==> config.mk <==
export PLATFORM = sky130hd
export DESIGN_NAME = host_port
export DESIGN_NICKNAME = d
export VERILOG_FILES = /design/src/rtl/host_port_pkg.sv /design/src/rtl/host_port.sv
export SDC_FILE = /design/constraint.sdc
export NUM_CORES = 1
export LEC_CHECK = 0
export ABC_AREA = 0
export ABC_CLOCK_PERIOD_IN_PS = 7700
export BUFFER_PORTS_ARGS = -buffer_cell sky130_fd_sc_hd__buf_4
export CORE_MARGIN = 2
export CORE_UTILIZATION = 32
export CTS_BUF_LIST = sky130_fd_sc_hd__clkbuf_4 sky130_fd_sc_hd__clkbuf_8 sky130_fd_sc_hd__clkbuf_16
export DETAILED_ROUTE_END_ITERATION = 16
export PLACE_DENSITY = 0.5
export SLEW_MARGIN = 30
export SYNTH_ARGS = -nofsm -noshare
export SYNTH_HDL_FRONTEND = slang
export SYNTH_SLANG_ARGS = --single-unit
export TNS_END_PERCENT = 10
==> constraint.sdc <==
create_clock -name core_clk_i -period 7.7 [get_ports core_clk_i]
set_input_delay 1.155 -clock core_clk_i [delete_from_list [all_inputs] [get_ports core_clk_i]]
set_output_delay 1.155 -clock core_clk_i [all_outputs]
set_load 0.02 [all_outputs]
==> src/rtl/host_port_pkg.sv <==
/*
 holds the register map, field positions, mode codes and pin-vector layout of the host port.
 assumes a single core clock; all users reference names as host_port_pkg::name.
*/
package host_port_pkg;
	// register byte offsets on the avalon slave
	localparam logic [3:0] CTRL_OFS = 4'h0;
	localparam logic [3:0] IRQ_EN_OFS = 4'h4;
	localparam logic [3:0] IRQ_STAT_OFS = 4'h8;
	localparam logic [3:0] STATUS_OFS = 4'hC;
	// field positions
	localparam int CTRL_DRV_HI_BIT = 0;
	localparam int CTRL_SWRST_BIT = 1;
	localparam int STAT_TERM_BIT = 16;
	localparam int STAT_MODE_LSB = 17;
	localparam int STAT_IRQ_BIT = 19;
	// reset values
	localparam logic CTRL_DRV_HI_RST = 1'b0;
	localparam logic [7:0] IRQ_EN_RST = 8'h00;
	localparam logic [7:0] IRQ_STAT_RST = 8'h00;
	// host mode straps
	localparam logic [1:0] MODE_SERIAL = 2'h0;
	localparam logic [1:0] MODE_PAR_NONMUX = 2'h1;
	localparam logic [1:0] MODE_PAR_MUX = 2'h2;
	localparam logic [1:0] MODE_HW = 2'h3;
	// loopback codes per channel
	localparam logic [1:0] LOOP_NONE = 2'h0;
	localparam logic [1:0] LOOP_REMOTE = 2'h1;
	localparam logic [1:0] LOOP_ANALOG = 2'h2;
	// serial frame: command byte then data byte
	localparam logic [4:0] CMD_BITS = 5'h08;
	localparam logic [4:0] FRAME_BITS = 5'h10;
	localparam logic [3:0] DATA_BITS = 4'h8;
	// synchronised pin vector layout
	localparam int P_SCLK = 0;
	localparam int P_SDI = 1;
	localparam int P_CS = 2;
	localparam int P_RDRW = 3;
	localparam int P_WRDS = 4;
	localparam int P_ALE = 5;
	localparam int P_EDGE = 6;
	localparam int P_TERM = 7;
	localparam int P_DATA = 8;
	localparam int P_LPHI = 16;
	localparam int P_LPLO = 24;
	localparam int P_ADDR = 32;
	localparam int PIN_W = 38;
	// idle pin levels: chip select, strobes and ale high
	localparam logic [37:0] PIN_RST = 38'h0000_0003C;
endpackage

==> src/rtl/host_port.sv <==
/*
 host-side pin logic of an octal line interface: serial and parallel register access to a
 byte bank, cycle ready/acknowledge, open-drain interrupt, hardware-mode pin decoding.
 assumes straps are static after reset, all pins are asynchronous to core_clk_i, and the
 sclk period is many core clocks long; two-way pins are resolved outside from the enables.
*/
// Chosen here: the Avalon-MM slave port and the placing of the registers.
// Summary of operation
// a serial write never enables the serial output pin.
// a serial read keeps the output pin off during its command/address byte.
// serial output bits launch on sclk rise with edge select low, on its fall when high.
// ready is low while a host cycle is unfinished and high once done; the host waits.
// in strobe style the active-low acknowledge goes low once read data or a write is done.
// in hardware mode a high termination-off pin switches receive termination off.
// the open-drain interrupt pulls low while any enabled source holds an event.
// with nothing pending it drives high or floats as programmed, floating after reset.
// a software reset disables every interrupt source until software enables it again.
// in non-multiplexed parallel mode the eight data pins are a two-way data bus.
// in multiplexed mode the pins carry address and data, the top two bits never address.
// in serial mode bit-order select low sends lsb first, high sends msb first.
// in hardware mode each loopback pin low selects remote, mid none, high analog loopback.
// the host presents serial input so it is sampled on each sclk rising edge.
// the host holds chip select low throughout every access.
// each three-level pin becomes a two-bit code registered before it selects loopback.
`timescale 1ns/10ps
`default_nettype none
module host_port #(
	parameter logic [3:0] ACK_CYCLES = 4'h2,
	parameter int ADDR_W = 6
) (
	// clock and reset
	input wire logic core_clk_i,
	input wire logic rst_b_i,
	// avalon-mm slave
	input wire logic [3:0] avs_address_i,
	input wire logic avs_read_i,
	input wire logic avs_write_i,
	input wire logic [31:0] avs_writedata_i,
	input wire logic [3:0] avs_byteenable_i,
	output logic [31:0] avs_readdata_o,
	output logic avs_waitrequest_o,
	// straps and events, core clock domain
	input wire logic [1:0] host_mode_i,
	input wire logic strobe_style_i,
	input wire logic [7:0] irq_event_i,
	// host control pins
	input wire logic serial_clk_pin_i,
	input wire logic serial_in_pin_i,
	input wire logic chip_select_n_i,
	input wire logic rd_rw_pin_i,
	input wire logic wr_ds_pin_i,
	input wire logic ale_pin_i,
	input wire logic output_edge_select_i,
	input wire logic [5:0] addr_pin_i,
	// data bus pins
	input wire logic [7:0] data_pin_i,
	output logic [7:0] data_pin_o,
	output logic data_pin_oe_o,
	// shared serial out / ready / ack / termination-off pin
	input wire logic serial_out_pin_i,
	output logic serial_out_pin_o,
	output logic serial_out_pin_oe_o,
	// open-drain interrupt
	output logic irq_out_n_o,
	output logic irq_out_n_oe_o,
	// hardware mode: three-level pin comparators and decoded controls
	input wire logic [7:0] loopback_select_hi_i,
	input wire logic [7:0] loopback_select_lo_i,
	output logic rx_termination_off_o,
	output logic [15:0] loopback_mode_o
);
	typedef enum logic [1:0] {PAR_IDLE, PAR_BUSY, PAR_DONE} par_state_e;

	logic [host_port_pkg::PIN_W-1:0] pins, s1_q, s2_q, s3_q, filt_q, filt_d;
	logic [7:0] mem_q [2**ADDR_W];
	logic mem_we;
	logic [ADDR_W-1:0] mem_wa;
	logic [7:0] mem_wd;
	logic serial_mode, par_mode, hw_mode, cs_act, msb_first;
	logic sclk_rise, sclk_fall, launch;
	logic [4:0] scnt_q, scnt_d;
	logic [3:0] ocnt_q, ocnt_d;
	logic [7:0] ish_q, ish_d, osh_q, osh_d;
	logic [ADDR_W-1:0] saddr_q, saddr_d;
	logic srd_q, srd_d, swr_q, swr_d, sdo_q, sdo_d;
	par_state_e pst_q, pst_d;
	logic [3:0] pcnt_q, pcnt_d;
	logic [ADDR_W-1:0] paddr_q, paddr_d, lat_q, lat_d;
	logic prd_q, prd_d, rd_req, wr_req;
	logic [7:0] prdata_q, prdata_d;
	logic drv_hi_q, drv_hi_d, irq_n_q, irq_n_d, irq_oe_q, irq_oe_d, pend;
	logic [7:0] en_q, en_d, stat_q, stat_d;
	logic ack_q, ack_d, take_wr, swrst;
	logic [31:0] rdata_q, rdata_d;
	logic term_q, term_d;
	logic [15:0] lb_q, lb_d;

	assign pins = {addr_pin_i, loopback_select_lo_i, loopback_select_hi_i, data_pin_i,
		serial_out_pin_i, output_edge_select_i, ale_pin_i, wr_ds_pin_i, rd_rw_pin_i,
		chip_select_n_i, serial_in_pin_i, serial_clk_pin_i};

	// a pin level is accepted only once stages two and three agree
	always_comb begin
		filt_d = (s2_q & s3_q) | (filt_q & (s2_q | s3_q));
	end

	always_ff @(posedge core_clk_i) begin
		if (!rst_b_i) begin
			s1_q <= host_port_pkg::PIN_RST;
			s2_q <= host_port_pkg::PIN_RST;
			s3_q <= host_port_pkg::PIN_RST;
			filt_q <= host_port_pkg::PIN_RST;
		end else begin
			s1_q <= pins;
			s2_q <= s1_q;
			s3_q <= s2_q;
			filt_q <= filt_d;
		end
	end

	assign serial_mode = (host_mode_i == host_port_pkg::MODE_SERIAL);
	assign par_mode = (host_mode_i == host_port_pkg::MODE_PAR_NONMUX) ||
		(host_mode_i == host_port_pkg::MODE_PAR_MUX);
	assign hw_mode = (host_mode_i == host_port_pkg::MODE_HW);
	assign cs_act = !filt_q[host_port_pkg::P_CS];
	assign msb_first = filt_q[host_port_pkg::P_DATA+7];
	assign sclk_rise = !filt_q[host_port_pkg::P_SCLK] && filt_d[host_port_pkg::P_SCLK];
	assign sclk_fall = filt_q[host_port_pkg::P_SCLK] && !filt_d[host_port_pkg::P_SCLK];
	assign launch = filt_q[host_port_pkg::P_EDGE] ? sclk_fall : sclk_rise;

	// serial engine: rw bit and address first, then one data byte
	always_comb begin
		logic [7:0] byte_n;
		byte_n = msb_first ? {ish_q[6:0], filt_q[host_port_pkg::P_SDI]} :
			{filt_q[host_port_pkg::P_SDI], ish_q[7:1]};
		scnt_d = scnt_q;
		ocnt_d = ocnt_q;
		ish_d = ish_q;
		osh_d = osh_q;
		saddr_d = saddr_q;
		srd_d = srd_q;
		swr_d = swr_q;
		sdo_d = sdo_q;
		if (!(serial_mode && cs_act)) begin
			scnt_d = 5'h00;
			ocnt_d = 4'h0;
			srd_d = 1'b0;
			swr_d = 1'b0;
		end else begin
			if (sclk_rise && scnt_q < host_port_pkg::FRAME_BITS) begin
				ish_d = byte_n;
				scnt_d = scnt_q + 5'h01;
				if (scnt_q == host_port_pkg::CMD_BITS - 5'h01) begin
					srd_d = byte_n[7];
					swr_d = !byte_n[7];
					saddr_d = byte_n[ADDR_W-1:0];
					osh_d = mem_q[byte_n[ADDR_W-1:0]];
				end
			end
			if (srd_q && launch && ocnt_q < host_port_pkg::DATA_BITS) begin
				sdo_d = msb_first ? osh_q[7] : osh_q[0];
				osh_d = msb_first ? {osh_q[6:0], 1'b0} : {1'b0, osh_q[7:1]};
				ocnt_d = ocnt_q + 4'h1;
			end
		end
	end

	always_ff @(posedge core_clk_i) begin
		if (!rst_b_i) begin
			scnt_q <= 5'h00;
			ocnt_q <= 4'h0;
			ish_q <= 8'h00;
			osh_q <= 8'h00;
			saddr_q <= '0;
			srd_q <= 1'b0;
			swr_q <= 1'b0;
			sdo_q <= 1'b0;
		end else begin
			scnt_q <= scnt_d;
			ocnt_q <= ocnt_d;
			ish_q <= ish_d;
			osh_q <= osh_d;
			saddr_q <= saddr_d;
			srd_q <= srd_d;
			swr_q <= swr_d;
			sdo_q <= sdo_d;
		end
	end

	// parallel engine; strobe style uses data strobe plus read/write level
	always_comb begin
		if (strobe_style_i) begin
			rd_req = !filt_q[host_port_pkg::P_WRDS] && filt_q[host_port_pkg::P_RDRW];
			wr_req = !filt_q[host_port_pkg::P_WRDS] && !filt_q[host_port_pkg::P_RDRW];
		end else begin
			rd_req = !filt_q[host_port_pkg::P_RDRW];
			wr_req = !filt_q[host_port_pkg::P_WRDS];
		end
	end

	always_comb begin
		pst_d = pst_q;
		pcnt_d = pcnt_q;
		paddr_d = paddr_q;
		prd_d = prd_q;
		prdata_d = prdata_q;
		lat_d = lat_q;
		// address half of the muxed bus, top two bits never address
		if (filt_q[host_port_pkg::P_ALE] && !filt_d[host_port_pkg::P_ALE]) begin
			lat_d = filt_q[host_port_pkg::P_DATA +: ADDR_W];
		end
		case (pst_q)
			PAR_IDLE: begin
				if (par_mode && cs_act && (rd_req || wr_req)) begin
					pst_d = PAR_BUSY;
					pcnt_d = 4'h0;
					prd_d = rd_req;
					paddr_d = (host_mode_i == host_port_pkg::MODE_PAR_MUX) ? lat_q :
						filt_q[host_port_pkg::P_ADDR +: ADDR_W];
				end
			end
			PAR_BUSY: begin
				pcnt_d = pcnt_q + 4'h1;
				if (!(cs_act && (rd_req || wr_req))) begin
					pst_d = PAR_IDLE;
				end else if (pcnt_q == ACK_CYCLES - 4'h1) begin
					pst_d = PAR_DONE;
					prdata_d = mem_q[paddr_q];
				end
			end
			PAR_DONE: begin
				if (!(cs_act && (rd_req || wr_req))) begin
					pst_d = PAR_IDLE;
				end
			end
			default: pst_d = PAR_IDLE;
		endcase
	end

	always_ff @(posedge core_clk_i) begin
		if (!rst_b_i) begin
			pst_q <= PAR_IDLE;
			pcnt_q <= 4'h0;
			paddr_q <= '0;
			prd_q <= 1'b0;
			prdata_q <= 8'h00;
			lat_q <= '0;
		end else begin
			pst_q <= pst_d;
			pcnt_q <= pcnt_d;
			paddr_q <= paddr_d;
			prd_q <= prd_d;
			prdata_q <= prdata_d;
			lat_q <= lat_d;
		end
	end

	// byte bank; modes are exclusive so only one engine writes at a time
	always_comb begin
		mem_we = 1'b0;
		mem_wa = saddr_q;
		mem_wd = ish_d;
		if (serial_mode && swr_q && sclk_rise && scnt_q == host_port_pkg::FRAME_BITS - 5'h01) begin
			mem_we = 1'b1;
		end else if (pst_q == PAR_BUSY && pst_d == PAR_DONE && !prd_q) begin
			mem_we = 1'b1;
			mem_wa = paddr_q;
			mem_wd = filt_q[host_port_pkg::P_DATA +: 8];
		end
	end

	always_ff @(posedge core_clk_i) begin
		if (mem_we) begin
			mem_q[mem_wa] <= mem_wd;
		end
	end

	// shared pin: sdo in serial, ready or ack in parallel, input in hardware mode
	always_comb begin
		serial_out_pin_o = 1'b1;
		serial_out_pin_oe_o = 1'b0;
		if (serial_mode) begin
			serial_out_pin_o = sdo_q;
			serial_out_pin_oe_o = cs_act && srd_q;
		end else if (par_mode) begin
			serial_out_pin_oe_o = cs_act;
			if (strobe_style_i) begin
				serial_out_pin_o = (pst_q != PAR_DONE);
			end else begin
				serial_out_pin_o = (pst_q != PAR_BUSY);
			end
		end
	end

	assign data_pin_o = prdata_q;
	assign data_pin_oe_o = par_mode && cs_act && prd_q && pst_q == PAR_DONE;

	// hardware mode decode, registered before use
	always_comb begin
		term_d = hw_mode && filt_q[host_port_pkg::P_TERM];
		for (int i = 0; i < 8; i++) begin
			if (!hw_mode) begin
				lb_d[2*i +: 2] = host_port_pkg::LOOP_NONE;
			end else if (filt_q[host_port_pkg::P_LPLO + i]) begin
				lb_d[2*i +: 2] = host_port_pkg::LOOP_REMOTE;
			end else if (filt_q[host_port_pkg::P_LPHI + i]) begin
				lb_d[2*i +: 2] = host_port_pkg::LOOP_ANALOG;
			end else begin
				lb_d[2*i +: 2] = host_port_pkg::LOOP_NONE;
			end
		end
	end

	// avalon slave: one wait cycle, then the answer
	assign avs_waitrequest_o = (avs_read_i || avs_write_i) && !ack_q;
	assign take_wr = avs_write_i && ack_q && avs_byteenable_i[0];
	assign swrst = take_wr && avs_address_i == host_port_pkg::CTRL_OFS &&
		avs_writedata_i[host_port_pkg::CTRL_SWRST_BIT];

	always_comb begin
		ack_d = (avs_read_i || avs_write_i) && !ack_q;
		rdata_d = rdata_q;
		drv_hi_d = drv_hi_q;
		en_d = en_q;
		stat_d = stat_q;
		if (avs_read_i && !ack_q) begin
			rdata_d = 32'h0000_0000;
			case (avs_address_i)
				host_port_pkg::CTRL_OFS: rdata_d[host_port_pkg::CTRL_DRV_HI_BIT] = drv_hi_q;
				host_port_pkg::IRQ_EN_OFS: rdata_d[7:0] = en_q;
				host_port_pkg::IRQ_STAT_OFS: rdata_d[7:0] = stat_q;
				host_port_pkg::STATUS_OFS: begin
					rdata_d[15:0] = lb_q;
					rdata_d[host_port_pkg::STAT_TERM_BIT] = term_q;
					rdata_d[host_port_pkg::STAT_MODE_LSB +: 2] = host_mode_i;
					rdata_d[host_port_pkg::STAT_IRQ_BIT] = pend;
				end
				default: rdata_d = 32'h0000_0000;
			endcase
		end
		if (take_wr && avs_address_i == host_port_pkg::CTRL_OFS) begin
			drv_hi_d = avs_writedata_i[host_port_pkg::CTRL_DRV_HI_BIT];
		end
		if (take_wr && avs_address_i == host_port_pkg::IRQ_EN_OFS) begin
			en_d = avs_writedata_i[7:0];
		end
		if (swrst) begin
			en_d = host_port_pkg::IRQ_EN_RST;
		end
		if (take_wr && avs_address_i == host_port_pkg::IRQ_STAT_OFS) begin
			stat_d = stat_q & ~avs_writedata_i[7:0];
		end
		stat_d = stat_d | irq_event_i; // set wins over clear
	end

	assign pend = |(stat_q & en_q);
	assign irq_n_d = !pend;
	assign irq_oe_d = pend || drv_hi_q;

	always_ff @(posedge core_clk_i) begin
		if (!rst_b_i) begin
			ack_q <= 1'b0;
			rdata_q <= 32'h0000_0000;
			drv_hi_q <= host_port_pkg::CTRL_DRV_HI_RST;
			en_q <= host_port_pkg::IRQ_EN_RST;
			stat_q <= host_port_pkg::IRQ_STAT_RST;
			irq_n_q <= 1'b1;
			irq_oe_q <= 1'b0;
			term_q <= 1'b0;
			lb_q <= 16'h0000;
		end else begin
			ack_q <= ack_d;
			rdata_q <= rdata_d;
			drv_hi_q <= drv_hi_d;
			en_q <= en_d;
			stat_q <= stat_d;
			irq_n_q <= irq_n_d;
			irq_oe_q <= irq_oe_d;
			term_q <= term_d;
			lb_q <= lb_d;
		end
	end

	assign avs_readdata_o = rdata_q;
	assign irq_out_n_o = irq_n_q;
	assign irq_out_n_oe_o = irq_oe_q;
	assign rx_termination_off_o = term_q;
	assign loopback_mode_o = lb_q;
endmodule
`default_nettype wire

# Word-level counts from Yosys, hierarchy flattened

Memory sizes are Yosys's and may differ from the RTL's. A register that Yosys moved wholly into a read port is not among the register bits.
Cells that the tools add are included.

Register bits after elaboration: 262
Memory bits (writable): 512
Output and inout bits: 63
Word-level logic and storage cells: 186
Memories: 1

Add/sub/neg operators: 3
$lt $le $gt $ge: 2
Equality and inequality tests: 15
Multiplexer cells: 52
Bitwise logic cells: 10
Reductions and logical operators: 69

Memory list:

| memory | depth | width | rd ports | clocked after Yosys merged registers in | wr ports | line            | RTL |
|---|---|---|---|---|---|---|---|
| mem_q  | 64    | 8     | 2        | 1                                       | 1        | host_port.sv:75 | `logic [7:0] mem_q [2**ADDR_W];` |

Operator list:

| kind                                                           | number |
|---|---|
| 8-bit 2-to-1 mux                                               | 10 |
| 38-bit bitwise AND                                             | 2 |
| 38-bit OR                                                      | 2 |
| 1-bit logical AND                                              | 29 |
| 2-bit 2-to-1 mux                                               | 12 |
| 3-bit OR reduction                                             | 8 |
| 1-bit 2-to-1 mux                                               | 21 |
| 7-bit case mux with 3 select lines                             | 1 |
| 6-bit 2-to-1 mux                                               | 3 |
| 8-bit bitwise AND                                              | 2 |
| 12-bit 2-to-1 mux                                              | 1 |
| 2-bit AND reduction                                            | 6 |
| 1-bit zero test                                                | 11 |
| 3-bit AND reduction                                            | 3 |
| 4-bit by 1-bit adder with 4-bit output (second input constant) | 2 |
| 2-bit == test (second input constant)                          | 4 |
| 4-bit == test (second input constant)                          | 2 |
| 8-bit inverter                                                 | 1 |
| 8-bit OR                                                       | 1 |
| 4-bit case mux with 2 select lines                             | 1 |
| 8-bit OR reduction                                             | 1 |
| 2-bit case mux with 3 select lines                             | 1 |
| 2-bit nonzero test                                             | 3 |
| 5-bit by 1-bit adder with 5-bit output (second input constant) | 1 |
| 16 further kinds                                               | 23 |

# Logic depth before layout (Yosys ltp)

Depth in word-level cells: 14
Mapped depth: 13
Mapped depth without buffers: 10

# Least setup slack after synthesis

OpenSTA, ideal clock, no wires.

Path type: input to register
From: in host_mode_i[0]
To: mem mem_q[0][4] (data pin)
Library setup time: 702 ps
Arrival: 4979 ps
Data required time: 6998 ps
Setup slack: 2019 ps
Stages: 10
Path buffers: 4
Path through: inv_1 ha_1 nand3_1 nor2_1 nor3b_4 buf_6 buf_12 buf_2 buf_2 o21ai_0

Cells in the longest elaborated chain, start to end: 11

Ends and longest elaborated chain:

| element                                                                          | line                               | RTL |
|---|---|---|
| from (decl)                                                                      | host_port.sv:43                    | `input wire logic [1:0] host_mode_i,` |
| 2-bit by 1-bit == test with 1-bit output / 2-bit == test (equally long branches) | host_port.sv:122, host_port.sv:123 |  |
| 1-bit logical OR                                                                 | host_port.sv:122                   | `assign par_mode = (host_mode_i == host_port_pkg::MODE_PAR_NONMUX) \|\|` |
| 1-bit logical AND (2 in series)                                                  | host_port.sv:214                   | `if (par_mode && cs_act && (rd_req \|\| wr_req)) begin` |
| 2-bit 2-to-1 mux                                                                 | host_port.sv:214                   |  |
| 2-bit case mux with 3 select lines                                               | host_port.sv:212                   | `case (pst_q)` |
| 2-bit == test                                                                    | host_port.sv:265                   | `end else if (pst_q == PAR_BUSY && pst_d == PAR_DONE && !prd_q) begin` |
| 1-bit logical AND (2 in series)                                                  | host_port.sv:265                   |  |
| 8-bit 2-to-1 mux                                                                 | host_port.sv:265                   |  |
| 8-bit 2-to-1 mux (*)                                                             | host_port.sv:263                   | `if (serial_mode && swr_q && sclk_rise && scnt_q == host_port_pkg::FRAME_BITS - 5'h01) begin` |
| named net mem_wd[4]                                                              | host_port.sv:78                    | `logic [7:0] mem_wd;` |
| to (decl)                                                                        | host_port.sv:75                    |  |

Mark *: on every way through the listed nets, which the timed path passes. The rest lies on a longest branch.

# Final worst setup path

From: reg pcnt_q[0]
To: mem mem_q[44][4] (enable)

Cells in the longest elaborated chain, start to end: 11

Ends and longest elaborated chain:

| element                                      | line             | RTL |
|---|---|---|
| from (decl)                                  | host_port.sv:87  | `logic [3:0] pcnt_q, pcnt_d;` |
| from (signal assigned)                       | host_port.sv:250 | `pcnt_q <= pcnt_d;` |
| 4-bit by 1-bit == test with 1-bit output (*) | host_port.sv:226 | `end else if (pcnt_q == ACK_CYCLES - 4'h1) begin` |
| 2-bit 2-to-1 mux (*)                         | host_port.sv:226 |  |
| 2-bit 2-to-1 mux (*)                         | host_port.sv:224 | `if (!(cs_act && (rd_req \|\| wr_req))) begin` |
| 2-bit case mux with 3 select lines (*)       | host_port.sv:212 |  |
| 2-bit == test (*)                            | host_port.sv:265 |  |
| 1-bit logical AND (*) (2 in series)          | host_port.sv:265 |  |
| 1-bit 2-to-1 mux                             | host_port.sv:265 |  |
| 1-bit 2-to-1 mux                             | host_port.sv:263 |  |
| 1-bit 2-to-1 mux                             | host_port.sv:273 | `if (mem_we) begin` |
| 1-bit 2-to-1 mux (not written as such)       | host_port.sv:274 | `mem_q[mem_wa] <= mem_wd;` |

Mark *: on every way between the ends. The rest lies on a longest branch, timed or not.

==> metrics <==
register area share after synthesis 61.4%; mux share of post-synthesis cell area 15.9%; worst relative slew slack 23.8%; root buf cell clkbuf_16; # rows 119; Synth Area in Compound Gates 6.50%; peak supply drop 0.162 mV; cells after synthesis 2584; Setup TNS 0 ps; Setup WS pre-CTS 1950 ps; DP Cell Count 3955; nature of the critical path endpoint register; total power 8.93 mW; busiest grt layer met2; Worst Hold Class reg2reg; pin count of the biggest net entering global routing 163; hold_ws 415 ps; Crit path arrival time 5230 ps; worst slew pin tran 1140 ps; CTS clock-pin slew for the worst setup and hold paths 60 ps; Inserted Diodes 0; HPWL Detailed 66000 um; Finished Layout Cells 4115; unrepaired setup endpoints after global routing false; Critical Path Fanout Max 12; initial antenna violation count 1; CTS Hold Bufs 0; WS Path Type reg2reg; outcome completed; main combinational cell family by area after synthesis multiplexers; XOR/XNOR Fraction of Synth Area 0.155%; die width 329 um; via count 22200; CTS tree built; Power Density 227 nW/um^2; global-route wire length before repair 148000 um; starting density of the core 32.2%; clock latency on the worst-skew pair 680 ps; GRT Util Overall 18.4%; final worst slack 2750 ps; Vias/cell 5.39; Adder-Cell Fraction of Synth Area 0.296%; synth unique cells 63; Post-Syn Area per Cell 13.1 sq um; H-tree levels 3; Die ar. 108000 sq um; Placed Area 36300 sq um; cts repair resizes 0; drt pass-1 iters 5; routability cong. 0.872; core area 105000 sq um; crit path time final 4950 ps; post-layout util 37.5%; layout cells sized above 1 20.9%; Iter 0 DRT Violations 2163; # DRC 0; Finished Cell Area 39400 sq um; Post-Synth Simple-Gate Area 13.1%; global route overflow 0; Fmax 202 MHz; PortBufs 116; CTS Buf Count 85; Post-synth ARST share 0%; IO Pins 156; vias in the first global route 21700; mapped cell area 33800 sq um; routing usage on met3 2.88%; Period Utilization, post-route 64.3%; met2 usage 29.1%; Routed WL per cell 24.5 um; post-route ant nets 0; Die Span Y 329 um; final hold vios 0; most frequent cells in the layout edfxtp_1, nand2_1, dfxtp_1, mux4_2, nor2_1; Area Overhead vs Synth 16.3%; top_reg_cell synth edfxtp_1; most common cell after layout, fill and taps aside edfxtp_1; final setup vio count 0; Startpoint Class register; Routed WL 101000 um; Clock Skew 27.3 ps; Post-CTS Setup Bufs 0; clk buf depth 3; # Max-Cap Violations 0; fin. max-slew vios 0; Synth warnings 0; CP required 7980 ps; number of flops mapped to enable cells by yosys 512; NumNets Final 2754; met1 Use GR 25.7%; Yosys reg bits 782; clk sinks 782; Leakage 13.2 nW
==> critical path, cell delays in order, from the launching register on <==
cell and delay (ps):
dfxtp_1 420, ha_1 180, or3b_4 410, a2111oi_4 610, nor3b_4 580, buf_6 250, mux2_2 470, or3_1 750
nor2_1 870
==> power by group <==
part / internal, mW / switching, mW
Sequential: 4.44 / 0.0140
Clock: 2.62 / 1.75
Combinational: 0.0449 / 0.0573
Total: 7.11 / 1.82
==> state kept, by name (all words and copies together) (netlist names), 2 cells and up <==
name             cells
s1_q                38
avs_readdata_o      20
pcnt_q               4
filt_q              38
scnt_q               5
lat_q                6
s2_q                38
s3_q                38
stat_q               8
en_q                 8
paddr_q              6
ish_q                8
osh_q                8
pst_q                2
ocnt_q               4
loopback_mode_o     16
data_pin_o           8
mem_q              512
saddr_q              6
==> cell type report <==
cell class                 count  area (sq um)
fill                       10000         65700
sequential                   782         20800
multi-input combinational   1610         12500
clock buffer                 111          2400
tap                         1391          1740
timing repair buffer         163          1290
clock inverter                47           619
inverter                      11          42.5
==> cells by family (layout without fill, tap and decap cells) <==
logic type | count (synthesis) | in the layout
other cells | 1 | 12
compound gates | 333 | 333
fa+ha+maj | 8 | 8
simple gates | 962 | 962
xor+xnor | 6 | 6
flops | 782 | 782
mux | 289 | 289
buf+inv | 203 | 332
==> path summary, 6_finish.rpt <==
kind | cells after the start | end | startpoint | slack [ps]
worst max-delay path | 8 | mem_q[44][4] | pcnt_q[0] | 2750
worst min-delay path | 1 | s2_q[2] | s1_q[2] | 420
worst max register to register | 8 | mem_q[44][4] | pcnt_q[0] | 2750
worst min register to register | 1 | s2_q[2] | s1_q[2] | 420
==> routing by layer <==
metal  up-vias  wire length, um
met3       157             7050
met1     11200            43800
met4         0             3000
met5         -                0
met2       973            46900
li1       9857                -
==> synth_stat cells, drive strengths merged, types with 78 or more instances <==
cell type	count	area (sq um)
buf	82	439
edfxtp	512	15400
dfxtp	270	5410
o21ai	78	390
nand2	414	1550
nor2	175	662
clkbuf	110	413
mux2i	80	801
a21oi	107	536
mux4	197	4440
nand3	109	546
and2	103	644
No activity file was read; power rests on OpenSTA's default activity.
